## src/ssrs_pkg.sv

```systemverilog
// Package with constants for the stereo setup, reset and standby block
package ssrs_pkg;
    localparam int SSRS_CLK_PERIOD_PS = 4000;
    localparam int SSRS_RST_MIN_NS = 750;
    localparam int SSRS_RST_MIN_CYC = (SSRS_RST_MIN_NS * 1000 + SSRS_CLK_PERIOD_PS - 1)
        / SSRS_CLK_PERIOD_PS;
    localparam int SSRS_BUS_WAIT_CYC = 10;
    localparam int SSRS_SHIFT_MULT = 18;
    localparam int SSRS_STBY_GUARD_ROWS = 5;
    localparam int SSRS_PIX_HI = 9;
    localparam int SSRS_PIX_LO = 2;
    localparam logic SSRS_ADDR_FIXED_BIT = 1'h1;
    localparam logic [9:0] SSRS_RST_VBLANK = 10'h02D;
    localparam logic [7:0] SSRS_SYNC_CODE = 8'hFF;
    typedef enum logic [1:0] {
        SSRS_RUN = 2'b00,
        SSRS_DRAIN = 2'b01,
        SSRS_STANDBY = 2'b10,
        SSRS_LOCKED = 2'b11
    } ssrs_state_e;
endpackage

```

## src/ssrs_serializer.sv

```systemverilog
// Shift-tick divider and stereo serial word shifter
`timescale 1ns/100ps
module ssrs_serializer
    import ssrs_pkg::*;
#(
    parameter int WORD_W = 18
) (
    input wire logic clk,
    input wire logic rst,
    input wire logic en,
    input wire logic [WORD_W-1:0] word_in,
    output logic word_take,
    output logic bit_out
);
    logic [WORD_W-1:0] sh_q;
    logic [4:0] cnt_q;
    wire last_bit = (cnt_q == 5'(WORD_W - 1));
    assign word_take = en && last_bit;

    // One bit per slot, word reloaded every WORD_W slots, aligned to the release of rst or rise of en
    always_ff @(posedge clk) begin
        if (rst || !en) begin
            cnt_q <= 5'h00;
            sh_q <= '0;
            bit_out <= 1'h0;
        end else begin
            cnt_q <= last_bit ? 5'h00 : cnt_q + 5'h01;
            sh_q <= last_bit ? word_in : {sh_q[WORD_W-2:0], 1'h0};
            bit_out <= sh_q[WORD_W-1];
        end
    end

    a_word_period: assert property (@(posedge clk) disable iff (rst)
        word_take |=> !word_take [*8])
        else $error("word reload too early");
endmodule

```

## src/ssrs_top.sv

```systemverilog
// Stereo setup, hardware reset and standby control of the image sensor
`timescale 1ns/100ps
//
// Contract
// - Serial shift rate is eighteen slots per system clock word, aligned.
// - Stream carries pixel bits 9:2 with embedded row and frame strobes.
// - Mismatch flag sets when master and slave reserved codes differ.
// - Bus address has one fixed bit, one bit from select input.
// - Outputs defined during reset; reset is not a low power state.
// - Standby entered only after current frame readout finishes.
// - In standby video outputs float and serial bus is ignored.
// - Standby request in dead zone may lock standby until hardware reset.
module ssrs_top
    import ssrs_pkg::*;
#(
    parameter int PIX_W = 10,
    parameter int VB_W = 10
) (
    input wire logic clk,
    input wire logic rst,
    input wire logic standby_req,
    input wire logic stereo_en,
    input wire logic stereo_slave,
    input wire logic soft_reset,
    input wire logic bus_id_sel,
    input wire logic [6:0] bus_addr_base,
    input wire logic [VB_W-1:0] vblank_rows,
    input wire logic row_tick,
    input wire logic frame_active,
    input wire logic row_active,
    input wire logic [PIX_W-1:0] pixel_in,
    input wire logic [7:0] local_check_code,
    input wire logic [7:0] peer_check_code,
    input wire logic check_strobe,
    input wire logic mismatch_clear,
    output logic [1:0] bus_addr,
    output logic bus_respond_en,
    output logic video_oe,
    output logic [PIX_W-1:0] video_data,
    output logic frame_strobe_out,
    output logic row_strobe_out,
    output logic serial_video_pos,
    output logic serial_video_neg,
    output logic serial_oe,
    output logic in_standby,
    output logic standby_locked,
    output logic lockstep_mismatch,
    output logic bus_ready
);
    ssrs_state_e state_q, state_d;
    logic frame_q;
    logic [VB_W:0] vb_cnt_q;
    logic in_vblank_q;
    logic [3:0] boot_cnt_q;
    logic mism_q;
    logic [PIX_W-1:0] pix_q;
    logic frame_o_q, row_o_q;
    logic ser_bit;
    logic word_take;
    logic [17:0] ser_word_q;

    wire frame_fall = frame_q && !frame_active;
    wire frame_rise = !frame_q && frame_active;
    // Dead zone: within +/-5 rows of the programmed blanking end
    wire [VB_W:0] vb_ext = {1'h0, vblank_rows};
    wire [VB_W:0] dz_lo = (vb_ext > (VB_W+1)'(SSRS_STBY_GUARD_ROWS)) ?
        vb_ext - (VB_W+1)'(SSRS_STBY_GUARD_ROWS) : '0;
    wire [VB_W:0] dz_hi = vb_ext + (VB_W+1)'(SSRS_STBY_GUARD_ROWS);
    wire in_dead_zone = in_vblank_q && (vb_cnt_q >= dz_lo) && (vb_cnt_q <= dz_hi);
    wire stby_active = (state_q == SSRS_STANDBY) || (state_q == SSRS_LOCKED);

    // Address: one fixed bit, one from the select input
    assign bus_addr = {SSRS_ADDR_FIXED_BIT, bus_id_sel};
    assign bus_ready = (boot_cnt_q == 4'(SSRS_BUS_WAIT_CYC));
    assign bus_respond_en = bus_ready && !stby_active;
    assign video_oe = !stby_active;
    assign serial_oe = stereo_en && !stby_active && !rst;
    assign in_standby = stby_active;
    assign standby_locked = (state_q == SSRS_LOCKED);
    assign lockstep_mismatch = mism_q;
    assign video_data = pix_q;
    assign frame_strobe_out = frame_o_q;
    assign row_strobe_out = row_o_q;
    assign serial_video_pos = ser_bit;
    assign serial_video_neg = !ser_bit;

    always_comb begin
        state_d = state_q;
        case (state_q)
            SSRS_RUN: begin
                if (standby_req && in_dead_zone) begin
                    state_d = SSRS_LOCKED;
                end else if (standby_req) begin
                    state_d = frame_active ? SSRS_DRAIN : SSRS_STANDBY;
                end
            end
            SSRS_DRAIN: begin
                if (frame_fall) begin
                    state_d = SSRS_STANDBY;
                end
            end
            SSRS_STANDBY: begin
                if (!standby_req) begin
                    state_d = SSRS_RUN;
                end
            end
            SSRS_LOCKED: state_d = SSRS_LOCKED;
            default: state_d = SSRS_RUN;
        endcase
    end

    // Reset defines every output and leaves the part powered
    always_ff @(posedge clk) begin
        if (rst || soft_reset) begin
            state_q <= (rst || state_q != SSRS_LOCKED) ? SSRS_RUN : SSRS_LOCKED;
        end else begin
            state_q <= state_d;
        end
    end

    always_ff @(posedge clk) begin
        if (rst) begin
            boot_cnt_q <= 4'h0;
        end else if (boot_cnt_q != 4'(SSRS_BUS_WAIT_CYC)) begin
            boot_cnt_q <= boot_cnt_q + 4'h1;
        end
    end

    // Row count since frame end
    always_ff @(posedge clk) begin
        if (rst) begin
            frame_q <= 1'h0;
            in_vblank_q <= 1'h0;
            vb_cnt_q <= '0;
        end else begin
            frame_q <= frame_active;
            if (frame_fall) begin
                in_vblank_q <= 1'h1;
                vb_cnt_q <= '0;
            end else if (frame_rise) begin
                in_vblank_q <= 1'h0;
            end else if (row_tick && in_vblank_q && vb_cnt_q != '1) begin
                vb_cnt_q <= vb_cnt_q + (VB_W+1)'(1);
            end
        end
    end

    // Mismatch flag, a new mismatch wins over a clear
    always_ff @(posedge clk) begin
        if (rst) begin
            mism_q <= 1'h0;
        end else if (check_strobe && (local_check_code != peer_check_code)) begin
            mism_q <= 1'h1;
        end else if (mismatch_clear || soft_reset) begin
            mism_q <= 1'h0;
        end
    end

    always_ff @(posedge clk) begin
        if (rst || stby_active) begin
            pix_q <= '0;
            frame_o_q <= 1'h0;
            row_o_q <= 1'h0;
        end else begin
            pix_q <= pixel_in;
            frame_o_q <= frame_active;
            row_o_q <= row_active;
        end
    end

    // Pixel bits 9:2 plus embedded strobes, framed with start/stop markers
    always_ff @(posedge clk) begin
        if (rst) begin
            ser_word_q <= '0;
        end else if (word_take) begin
            ser_word_q <= {1'h1, frame_active, row_active,
                pixel_in[SSRS_PIX_HI:SSRS_PIX_LO], stereo_slave, 5'h00, 1'h0};
        end
    end

    ssrs_serializer #(
        .WORD_W(SSRS_SHIFT_MULT)
    ) u_ser (
        .clk(clk),
        .rst(rst),
        .en(serial_oe),
        .word_in(ser_word_q),
        .word_take(word_take),
        .bit_out(ser_bit)
    );

    a_mismatch_set: assert property (@(posedge clk) disable iff (rst)
        check_strobe && (local_check_code != peer_check_code) |=> lockstep_mismatch)
        else $error("mismatch not flagged");
    a_drain_frame: assert property (@(posedge clk) disable iff (rst || soft_reset)
        (state_q == SSRS_DRAIN) && frame_active |=> !in_standby)
        else $error("standby before frame end");
    a_standby_hiz: assert property (@(posedge clk) disable iff (rst)
        in_standby |-> !video_oe && !bus_respond_en && !serial_oe)
        else $error("outputs driven in standby");
    a_lock_sticky: assert property (@(posedge clk) disable iff (rst)
        standby_locked |=> standby_locked && in_standby)
        else $error("locked standby left without reset");
    a_bus_wait: assert property (@(posedge clk)
        rst |=> !bus_ready [*8])
        else $error("bus ready too early");
    a_addr_map: assert property (@(posedge clk) disable iff (rst)
        bus_addr == {SSRS_ADDR_FIXED_BIT, bus_id_sel})
        else $error("bus address wrong");
    a_reset_state: assert property (@(posedge clk)
        rst |=> !in_standby && video_oe)
        else $error("reset left low power state");
    a_video_pipe: assert property (@(posedge clk) disable iff (rst)
        !in_standby && !$past(in_standby) && !$past(rst) |->
        video_data == $past(pixel_in))
        else $error("video data not registered");
    c_drain: cover property (@(posedge clk) (state_q == SSRS_DRAIN) ##[1:1000] in_standby);
    c_lock: cover property (@(posedge clk) standby_locked);
    c_mism: cover property (@(posedge clk) lockstep_mismatch ##1 !lockstep_mismatch);
endmodule

```

## config.mk

```make
export PLATFORM = sky130hd
export DESIGN_NAME = ssrs_top
export DESIGN_NICKNAME = d
export VERILOG_FILES = /design/src/ssrs_pkg.sv /design/src/ssrs_serializer.sv /design/src/ssrs_top.sv
export SDC_FILE = /design/constraint.sdc
export NUM_CORES = 1
export LEC_CHECK = 0
export BUFFER_PORTS_ARGS = -buffer_cell sky130_fd_sc_hd__buf_2
export CORE_ASPECT_RATIO = 1.2
export CORE_MARGIN = 2
export CORE_UTILIZATION = 54
export DETAILED_ROUTE_END_ITERATION = 16
export PLACE_DENSITY = 0.85
export SLEW_MARGIN = 20
export SYNTH_ARGS = -nofsm -noshare
export SYNTH_HDL_FRONTEND = slang
export SYNTH_SLANG_ARGS = --single-unit
```

## constraint.sdc

```tcl
create_clock -name clk -period 3.5 [get_ports clk]
set_input_delay 0.35 -clock clk [delete_from_list [all_inputs] [get_ports clk]]
set_output_delay 0.35 -clock clk [all_outputs]
set_load 0.02 [all_outputs]
```

==> reports/qor.yml, run 1 <==
status:
  status: "complete, no violations"
clock_network:
  insertion_delay_ns: 0.34
  cts_tree: "done"
  clock_sinks: 62
  htreeDepth: 3
  post_cts_resized: 0
  cts_root_buf: "clkbuf_8"
  post_cts_buffers: 0
  clk_pin_slew_ns: 0.07
  numCtsBuffers: 9
  ctsHoldBuffers: 0
  clockBufferDepth: 2
finish:
  antenna_cells_inserted: 0
  final_area_mm2: 0.00389
  nNetsFinal: 541
  drive_gt1_frac: 0.201
  stdcell_count: 540
  syn_to_final_growth_pct: 16.4
sta:
  slew_violations: 0
  finalCritPeriodShare: 0.736
  hold_viol_final: 0
  tns_ns: 0
  fin_crit_ns: 2.58
  worst_pin_slew_ns: 0.556
  rsz0062_at_grt: "false"
  fmax_mhz: 388
  fin_skew_ns: 0.0122
  setup_viol: 0
  slew_headroom: 0.627
power:
  p_switching_uw: 379
  p_leak_nw: 1.70
  power_switching_share: 0.253
  clkPwrFrac: 0.374
  power_density_mw_per_mm2: 386
  internal_power_mw: 1.12
  p_comb_frac: 0.131
  power_frac_seq: 0.494
  peakVddDrop_mv: 0.234
die:
  dieHeight_um: 90.2
  die_w_um: 75.8
  row_count: 31
  start_util: 0.556
  ios: 78
  core_mm2: 0.00601
  die_area_mm2: 0.00684
synth:
  syn_avg_cell_area_um2: 8.53
  synthesis.nets: 479
  yosysTopAreaCell: "dfxtp_1"
  ys_types: 48
  synth_top_area_share: 0.359
  synth_commonest_cells: "nand2_1 (66), dfxtp_1 (60), nor2_1 (38)"
  synthTopCellsByArea: "dfxtp_1 (36%), ha_1 (12%), nand2_1 (7.4%)"
  syn-cell-area_mm2: 0.00334
  yosysMostFrequentCell: "nand2_1"
  synthArstFlopShare: 0
  synth_edf_count: 2
  yosys_register_bits: 62
  ys_seq_area_frac: 0.377
  yosysWarnings: 0
  syn_inst: 392
  synthFlopType: "dfxtp_1"
critical_path:
  regToRegSetupSlack_ns: 1.41
  setup.worst_path.class: "input port to flop"
  r2r_cells: 6
  worst_r2r_startpoint: "vb_cnt_q[10]"
  worst_setup_path_start_kind: "input port"
  worstPathArrival_ns: 2.65
  critical_path.max_fanout: 6
  reg2reg_to: "state_q[1]"
  crit_required_ns: 3.58
  worst_setup_path_end_kind: "flop"
route:
  viasPerCell: 5.30
  vias: 2860
  wl_mm: 6.97
  firstDrtPassIters: 4
  drc: 0
  antenna_left: 0
  wl_per_cell_um: 12.9
  drt-initial-drc-count: 89
global_route:
  grt_pass1_wl_mm: 11.6
  grt_pass1_vias: 2672
  grt_max_degree: 26
  overflow: 0
  grt_util_all_layers: 0.218
  grt_antenna_before_repair: 0
placed_design:
  dp_hpwl_mm: 5.35
  placed_area_mm2: 0.00371
  place_inst: 525
  portBuffers: 67
  gp_congestion: 0.869
hold_path:
  worstHoldPathCells: 2
  hold_start: "pixel_in[1]"
  hold_path.class: "input port to flop"
  worstHoldEndpoint: "video_data[1]"
flow_run:
  maxCapViolations: 0
==> critical path, stage by stage <==
cell and delay (ns):
buf_2 0.14, or4_4 0.59, o41ai_1 0.48, ha_1 0.33
a21o_1 0.18, a21oi_1 0.13, o2bb2ai_1 0.09, o22ai_2 0.24
a311oi_2 0.12
==> logic make-up (layout without fill, tap and decap cells) <==
logic type,after synthesis,in the layout,synth area share
and+or+nand+nor,163,163,0.234
DFF,62,62,0.377
AOI/OAI and AO/OA,61,61,0.120
xor gates and xnor gates,38,38,0.0996
buffers and inverters,33,99,0.0419
adders and majority gates,32,32,0.120
muxes,2,2,0.00599
other,1,1,0.00112
==> area by class of cell <==
class / instances / area, um2
Clock buffer: 14 / 173
Clock inverter: 1 / 5.00
Fill cell: 495 / 2120
Inverter: 15 / 56.3
Multi-Input combinational cell: 297 / 1940
Sequential cell: 62 / 1260
Tap cell: 82 / 103
Timing Repair Buffer: 69 / 350
==> metal layers <==
layer,wire (um),up-vias,track usage
li1,-,1449,-
met1,2920,1323,0.245
met2,3560,70,0.372
met3,287,18,0.0628
met4,201,0,0.0863
met5,0,-,0
==> worst max-delay path by stage <==
stage	startpoint	endpoint	slack (ns)	cells after the start
5_1_grt	vblank_rows[0]	state_q[0]	0.75	13
6_report	vblank_rows[5]	state_q[1]	0.92	9
3_3_place_gp	vblank_rows[5]	state_q[1]	0.65	11
3_5_place_dp	vblank_rows[5]	state_q[1]	0.59	11
4_1_cts	vblank_rows[5]	state_q[1]	0.96	11
2_1_floorplan	vblank_rows[4]	state_q[1]	0.88	11
==> power groups by stage <==
stage	clock (mW)	combinational [mW]	sequential [mW]
global placement	0	0.188	0.756
floorplan	0	0.120	0.766
detailed placement	0	0.196	0.757
finish	0.562	0.197	0.741
global route	0.606	0.222	0.745
CTS	0.571	0.199	0.742
==> flip-flops by register name (all words and copies together) (netlist names) <==
signal and cells:
ser_word_q 12, row_strobe_out 1, u_ser.bit_out 1, u_ser.sh_q 12, frame_strobe_out 1, state_q 2, video_data 10, vb_cnt_q 11
in_vblank_q 1, u_ser.cnt_q 5, frame_q 1, boot_cnt_q 4, lockstep_mismatch 1
==> per-stage QoR <==
step,setup slack [ns],hold slack [ns],power [mW],util
floorplan,0.883,0.422,0.886,-
global placement,0.651,0.430,0.944,0.617
detailed placement,0.587,0.436,0.953,0.617
CTS,0.961,0.209,1.51,0.647
global route,0.752,0.211,1.57,0.647
finish,0.924,0.220,1.50,0.647
==> cells in the final DEF, fill, tap and decap left out, types with 2 or more instances in the layout <==
master	instances
a211oi_1	3
clkbuf_1	2
xor2_1	18
nor2_1	38
ha_1	32
nand4_1	10
nand3_1	8
o2111ai_1	2
inv_1	15
a21oi_1	36
and3_1	4
dfxtp_1	60
and2_1	14
buf_4	2
nor2b_1	2
nand3b_1	4
clkbuf_8	12
a21o_1	3
nor4_1	2
nor3_1	5
xnor2_1	20
o21ai_0	6
mux2i_1	2
buf_2	67
edfxtp_1	2
nand2_1	66
Power figures use the tool's default switching activity.
==> inputs of run 2 (changes only) <==
--- a/config.mk
+++ b/config.mk
@@ -5,12 +5,13 @@
 export SDC_FILE = /design/constraint.sdc
 export NUM_CORES = 1
 export LEC_CHECK = 0
+export ABC_AREA = 1
 export BUFFER_PORTS_ARGS = -buffer_cell sky130_fd_sc_hd__buf_2
 export CORE_ASPECT_RATIO = 1.2
 export CORE_MARGIN = 2
-export CORE_UTILIZATION = 54
+export CORE_UTILIZATION = 49
 export DETAILED_ROUTE_END_ITERATION = 16
-export PLACE_DENSITY = 0.85
+export PLACE_DENSITY = 0.81
 export SLEW_MARGIN = 20
 export SYNTH_ARGS = -nofsm -noshare
 export SYNTH_HDL_FRONTEND = slang
==> constraint.sdc (replaced) <==
create_clock -name clk -period 2.3 [get_ports clk]
set_input_delay 0.23 -clock clk [delete_from_list [all_inputs] [get_ports clk]]
set_output_delay 0.23 -clock clk [all_outputs]
set_load 0.02 [all_outputs]
==> run 2 against run 1 <==
Effect of this change:
- global-route usage down 0.25 points
- core utilization down 0.30 points
- combinational power up 88%
- non-clock buffer count up 24
- largest power group unchanged
- highest routed layer unchanged
==> reports/qor.yml, run 2 <==
synth:
  synthArstFlopShare: 0  # unchanged
  ys_types: 36  # -25%
  synthesis.nets: 569  # +19%
  yosys_register_bits: 62  # unchanged
  synth_edf_count: 2  # unchanged
  syn_avg_cell_area_um2: 7.27  # -15%
  synth_commonest_cells: "nand2_1 (100), inv_1 (74), dfxtp_1 (60)"
  yosysWarnings: 0  # unchanged
  syn_inst: 482  # +23%
  synth_top_area_share: 0.343  # -0.0167
  synthTopCellsByArea: "dfxtp_1 (34%), ha_1 (11%), nand2_1 (11%)"
  ys_seq_area_frac: 0.360  # -0.0175
  yosysTopAreaCell: "dfxtp_1"
  synthFlopType: "dfxtp_1"
  syn-cell-area_mm2: 0.00351  # +4.9%
  yosysMostFrequentCell: "nand2_1"
finish:
  num-fill-cells: 573  # +16%
  final_cell_mix: "nand2_1 (95), inv_1 (69), buf_2 (65)"
  nNetsFinal: 658  # +22%
  syn_to_final_growth_pct: 26.7
  antenna_cells_inserted: 0  # unchanged
  drive_gt1_frac: 0.271  # +0.0700
  fin_util: 0.644  # -0.00305
  final_common_cell: "nand2_1"
  reg_top3: "ser_word_q (12), u_ser.sh_q (12), vb_cnt_q (11)"
route:
  drc: 0  # unchanged
  antenna_left: 0  # unchanged
  firstDrtPassIters: 4  # unchanged
  wl_per_cell_um: 12.5  # -3.2%
  vias: 3342  # +17%
  wl_mm: 8.28  # +19%
  drt-initial-drc-count: 97  # +9.0%
  viasPerCell: 5.04  # -4.8%
critical_path:
  critical_path.max_fanout: 3  # -3
  cpMostUsedCell: "nand2_1"
  crit_family: "simple AND/OR/NAND/NOR gates"
  setup.worst_path.class: "input port to flop"
  critPathMaxStageDelay_ns: 0.31  # -0.28 ns
  cp.buffers_inverters: 2  # +1
  worst_setup_path_start_kind: "input port"
  worstPathArrival_ns: 2.28  # -0.37 ns
  crit_required_ns: 2.40  # -1.18 ns
  worst_setup_path_end_kind: "flop"
  cp_slowest_cell: "ha_1"
  path_cells: "buf_4, ha_4, o21ai_2, nand3b_1, buf_4, xor2_2, ha_1, nand4_1, nor2_1, nand2_1, nand3_1, nand2_1, nand3_2, nand2_1, nand2_1, nand2_1, nand2_1, nand2_1"
status:
  status: "complete, no violations"
power:
  power_density_mw_per_mm2: 542  # +41%
  p_leak_nw: 2.20  # +29%
  peakVddDrop_mv: 0.819  # +250%
  p_total_mw: 2.41  # +60%
global_route:
  grt_max_degree: 32  # +23%
  met1_usage: 0.228  # -0.0164
  grt_antenna_before_repair: 0  # unchanged
  grt_pass1_vias: 3279  # +23%
  grt_use_met2: 0.390  # +0.0176
  grt_util_all_layers: 0.215  # -0.00252
  met3_usage: 0.0401  # -0.0227
  overflow: 0  # unchanged
  grt-busiest-layer: "met2"
  grt_pass1_wl_mm: 13.5  # +16%
sta:
  fmax_mhz: 459
  hold_viol_final: 0  # unchanged
  finalCritPeriodShare: 0.947
  fin_crit_ns: 2.18
  setup_viol: 0  # unchanged
  slew_violations: 0  # unchanged
  fin_skew_ns: 0.0112  # -0.000965 ns
clock_network:
  htreeDepth: 3  # unchanged
  clockBufferDepth: 2  # unchanged
  numCtsBuffers: 9  # unchanged
  cts_root_buf: "clkbuf_8"
  ctsHoldBuffers: 0  # unchanged
  cts_tree: "done"
  clk_pin_slew_ns: 0.07  # about the same
  insertion_delay_ns: 0.34  # about the same
  clock_sinks: 62  # unchanged
die:
  die_area_mm2: 0.00785  # +15%
  dieHeight_um: 96.7  # +7.2%
  die_w_um: 81.2  # +7.1%
  start_util: 0.508  # -0.0476
  core_mm2: 0.00690  # +15%
  ios: 78  # unchanged
  row_count: 33  # +6.5%
placed_design:
  gp_congestion: 0.871  # +0.18%
  dp_hpwl_mm: 5.99  # +12%
  portBuffers: 67  # unchanged
flow_run:
  maxCapViolations: 0  # unchanged
hold_path:
  hold_path.class: "input port to flop"
==> run 2: cell count changes after synthesis, moves of 4 or more <==
cell / previous run / this run
inv_1: 15 / 74
nand2_1: 66 / 100
nor2_1: 38 / 55
o21ai_0: 6 / 23
and2_1: 14 / 0
xnor2_1: 20 / 8
a22o_1: 0 / 10
nand3_1: 8 / 17
xor2_1: 18 / 10
or2_2: 1 / 8
nand4_1: 10 / 5
a21oi_1: 36 / 32
and3_1: 4 / 0
==> run 2: logic make-up after synthesis <==
| logic type | count (synthesis) | share of synthesized area |
|---|---|---|
| adder cells (fa/ha/maj) | 32 | 0.114 |
| AO/OA/AOI/OAI | 71 | 0.116 |
| multiplexers | 1 | 0.00286 |
| AND/OR/NAND/NOR | 207 | 0.259 |
| flip-flops | 62 | 0.360 |
| other | 1 | 0.00107 |
| buffers and inverters | 90 | 0.102 |
| XOR/XNOR | 18 | 0.0450 |
==> run 2: stage by stage <==
step                hold slack (ns)  setup slack, ns  std cells  instance area (um2)  setup TNS (ns)
floorplan                     0.342          0.00957        482                 3530               0
global placement              0.412           -0.255        644                 4070          -0.466
detailed placement            0.429           -0.344        644                 4070          -0.653
CTS                          0.0802          0.00743        660                 4270               0
global route                 0.0938         -0.00234        663                 4440        -0.00234
finish                       0.0927            0.123        663                 4440               0
==> run 2: final cells by class <==
cell class	instances	area, um2	area share
Timing Repair Buffer	93	539	0.121
Clock inverter	4	28.8	0.00648
Sequential cell	62	1260	0.284
Inverter	75	294	0.0662
Tap cell	87	109	0.0245
Multi-Input combinational cell	330	2040	0.460
Clock buffer	12	166	0.0375
==> run 2: routing by layer <==
metal | vias up | wire, um
met5 | - | 0
met4 | 0 | 256
met3 | 22 | 256
met2 | 75 | 4350
met1 | 1543 | 3420
li1 | 1702 | -
==> run 2: repair_timing <==
item                       4_1_cts  5_1_grt
setup endpoints to repair        1        2
buffers inserted                 0        3
pin swaps                        0       13
resized for setup                2       35
==> run 2: worst register-to-register path: stages, from the launching register on <==
cell     delay, ns
dfxtp_1       0.39
ha_1          0.35
nand2_1       0.05
or2_2         0.27
nand2_1       0.09
nand2_1       0.06
nand3_1       0.06
nand2_1       0.06
nand3_2       0.08
nand2_1       0.05
nand2_1       0.06
nand2_1       0.05
nand2_1       0.05
nand2_1       0.04
==> run 2: final timing paths <==
kind / start / to / slack, ns / cells after the start
max: vblank_rows[1] / state_q[1] / 0.12 / 18
min: pixel_in[1] / video_data[1] / 0.09 / 3
max reg2reg: vb_cnt_q[2] / state_q[1] / 0.37 / 13
min reg2reg: u_ser.sh_q[17] / u_ser.bit_out / 0.44 / 2
==> run 2: power by group <==
part,leakage (nW),switching (mW),internal [mW]
Clock,0.0937,0.423,0.486
Combinational,1.60,0.217,0.153
Sequential,0.510,0.0184,1.11
==> inputs of run 3 (changes only) <==
--- a/config.mk
+++ b/config.mk
@@ -6,12 +6,13 @@
 export NUM_CORES = 1
 export LEC_CHECK = 0
 export ABC_AREA = 1
-export BUFFER_PORTS_ARGS = -buffer_cell sky130_fd_sc_hd__buf_2
 export CORE_ASPECT_RATIO = 1.2
 export CORE_MARGIN = 2
-export CORE_UTILIZATION = 49
+export CORE_UTILIZATION = 57
+export CTS_CLUSTER_DIAMETER = 200
 export DETAILED_ROUTE_END_ITERATION = 16
-export PLACE_DENSITY = 0.81
+export DONT_BUFFER_PORTS = 1
+export PLACE_DENSITY = 0.8
 export SLEW_MARGIN = 20
 export SYNTH_ARGS = -nofsm -noshare
 export SYNTH_HDL_FRONTEND = slang
==> run 3 against run 2 <==
Effect of this change:
- cell area shrank 12%
- flip-flop and latch count unchanged
- critical path depth increased by 2
- setup slack improved by 0.058 ns
- critical endpoint unchanged
- fmax up 2.7%
==> reports/qor.yml, run 3 (same netlist as run 2, synthesis figures left out) <==
critical_path:
  critical_path.max_fanout: 3  # unchanged
  critPathMaxStageDelay_ns: 0.27  # -0.04 ns
  worst_setup_path_end_kind: "flop"
  cpMostUsedCell: "nand2_1"
  setup.worst_path.class: "input port to flop"
  worstPathArrival_ns: 2.22  # -0.06 ns
  r2r_cells: 13  # unchanged
  path_cells: "inv_1, o21ai_0, nand4_1, nor2_1, nand2_1, xor2_1, ha_1, nand2_1, inv_1, nand2_1, nor2_1, nand2_1, nand3_1, nand2_1, nand3_2, nand2_1, nand2_1, nand2_1, nand2_1, nand2_1"
  cp_slowest_cell: "ha_1"
  crit_required_ns: 2.40  # about the same
  worst_setup_path_start_kind: "input port"
global_route:
  grt_pass1_vias: 2842  # -13%
  grt_max_degree: 31  # -3.1%
  grt_pass1_wl_mm: 11.9  # -12%
  overflow: 0  # unchanged
  grt_util_all_layers: 0.224  # +0.00909
  grt_antenna_before_repair: 0  # unchanged
sta:
  fin_skew_ns: 0.00551  # -0.00568 ns
  setup_viol: 0  # unchanged
  hold_viol_final: 0  # unchanged
  timing.final.ws_setup_ns: 0.181  # +0.0577 ns
  finalCritPeriodShare: 0.921  # -0.0251
  whs_ns: 0.0137  # -0.0790 ns
  fin_crit_ns: 2.12  # -0.0577 ns
  fmax_mhz: 472  # +2.7%
  tns_ns: 0  # unchanged
  slew_violations: 0  # unchanged
placed_design:
  portBuffers: 0  # -100%
  gp_congestion: 0.777  # -11%
  dp_hpwl_mm: 5.50  # -8.2%
  place_ws_ns: -0.226  # +0.118 ns
  placed_area_mm2: 0.00365  # -10%
route:
  firstDrtPassIters: 4  # unchanged
  drt-initial-drc-count: 92  # -5.2%
  viasPerCell: 5.24  # +4.0%
  antenna_left: 0  # unchanged
  route.met3.wl_um: 266  # +3.9%
  drc: 0  # unchanged
  wl_mm: 7.42  # -10%
  met2_length_mm: 4.07  # -6.5%
  vias: 3040  # -9.0%
  wl_per_cell_um: 12.8  # +2.4%
  wl_met1_mm: 2.98  # -13%
  top_layer: "met4"
power:
  p_leak_nw: 1.87  # -15%
  p_total_mw: 2.33  # -3.3%
  power_density_mw_per_mm2: 596  # +10%
  peakVddDrop_mv: 0.566  # -31%
clock_network:
  clockBufferDepth: 2  # unchanged
  clock_sinks: 62  # unchanged
  cts_tree: "done"
  insertion_delay_ns: 0.33  # about the same
  cts_root_buf: "clkbuf_8"
  clk_pin_slew_ns: 0.06  # about the same
  numCtsBuffers: 9  # unchanged
  htreeDepth: 3  # unchanged
hold_path:
  worstHoldPathCells: 2  # -1
  hold_path.class: "input port to flop"
die:
  die_w_um: 75.6  # -6.9%
  dieHeight_um: 89.9  # -7.0%
  ios: 78  # unchanged
  core_mm2: 0.00597  # -13%
  row_count: 31  # -6.1%
  die_area_mm2: 0.00680  # -13%
  start_util: 0.587  # +0.0785
status:
  status: "complete, no violations"
finish:
  reg_top3: "ser_word_q (12), u_ser.sh_q (12), vb_cnt_q (11)"
  drive_gt1_frac: 0.116  # -0.154
  nNetsFinal: 581  # -12%
  final_area_mm2: 0.00391  # -12%
  num-fill-cells: 528  # -7.9%
  final_cell_mix: "nand2_1 (96), inv_1 (72), dfxtp_1 (60)"
  syn_to_final_growth_pct: 11.4
  antenna_cells_inserted: 0  # unchanged
  final_common_cell: "nand2_1"
flow_run:
  maxCapViolations: 0  # unchanged
[run 3: changes by cell type in the layout (fill, tap and decap cells not counted), sizes merged]
cell         delta
bufinv          +1
clkinvlp        -2
clkinv          +1
dlygate4sd3     +2
buf            -79
clkbuf          -1
[run 3: cell type report]
cell class / instances / area (um2) / area share
multi-input combinational: 330 / 1930 / 0.495
timing repair buffer: 16 / 125 / 0.0320
clock buffer: 11 / 153 / 0.0391
inverter: 75 / 287 / 0.0734
clock inverter: 4 / 45.0 / 0.0115
tap: 82 / 103 / 0.0263
sequential: 62 / 1260 / 0.323
[run 3: per-layer routing]
layer  up-vias  track usage
li1       1548            -
met1      1409        0.245
met2        71        0.409
met3        12       0.0493
met4         0       0.0760
met5         -            0
[run 3: path summary, 6_finish.rpt]
path | slack (ns) | from | end
worst max register to register | 0.41 | vb_cnt_q[0] | state_q[1]
worst min register to register | 0.45 | ser_word_q[6] | u_ser.sh_q[6]
worst max-delay path | 0.18 | vblank_rows[1] | state_q[1]
worst min-delay path | 0.01 | pixel_in[0] | video_data[0]
[run 3: worst max-delay path: cells and delay by family]
kind | cells | cell delay (ns)
AO/OA/AOI/OAI | 1 | 0.26
XOR/XNOR | 1 | 0.15
adder cells (fa/ha/maj) | 1 | 0.27
buffers and inverters | 2 | 0.10
AND/OR/NAND/NOR | 15 | 1.20
[run 3: what timing repair did]
item,4_1_cts,5_1_grt
resized for setup,0,8
hold buffers,2,0
endpoints found under the setup margin,0,2
setup buffers,0,1
endpoints found under the hold margin,6,0
[run 3: through the flow]
stage | utilization | std cells
floorplan | - | 482
global placement | 0.612 | 562
detailed placement | 0.612 | 562
CTS | 0.648 | 579
global route | 0.654 | 580
finish | 0.654 | 580
[run 3: report_power, final]
part           switching [mW]  internal [mW]  total [mW]
registers              0.0450           1.11        1.16
clock network           0.386          0.554       0.940
logic                   0.139         0.0931       0.232
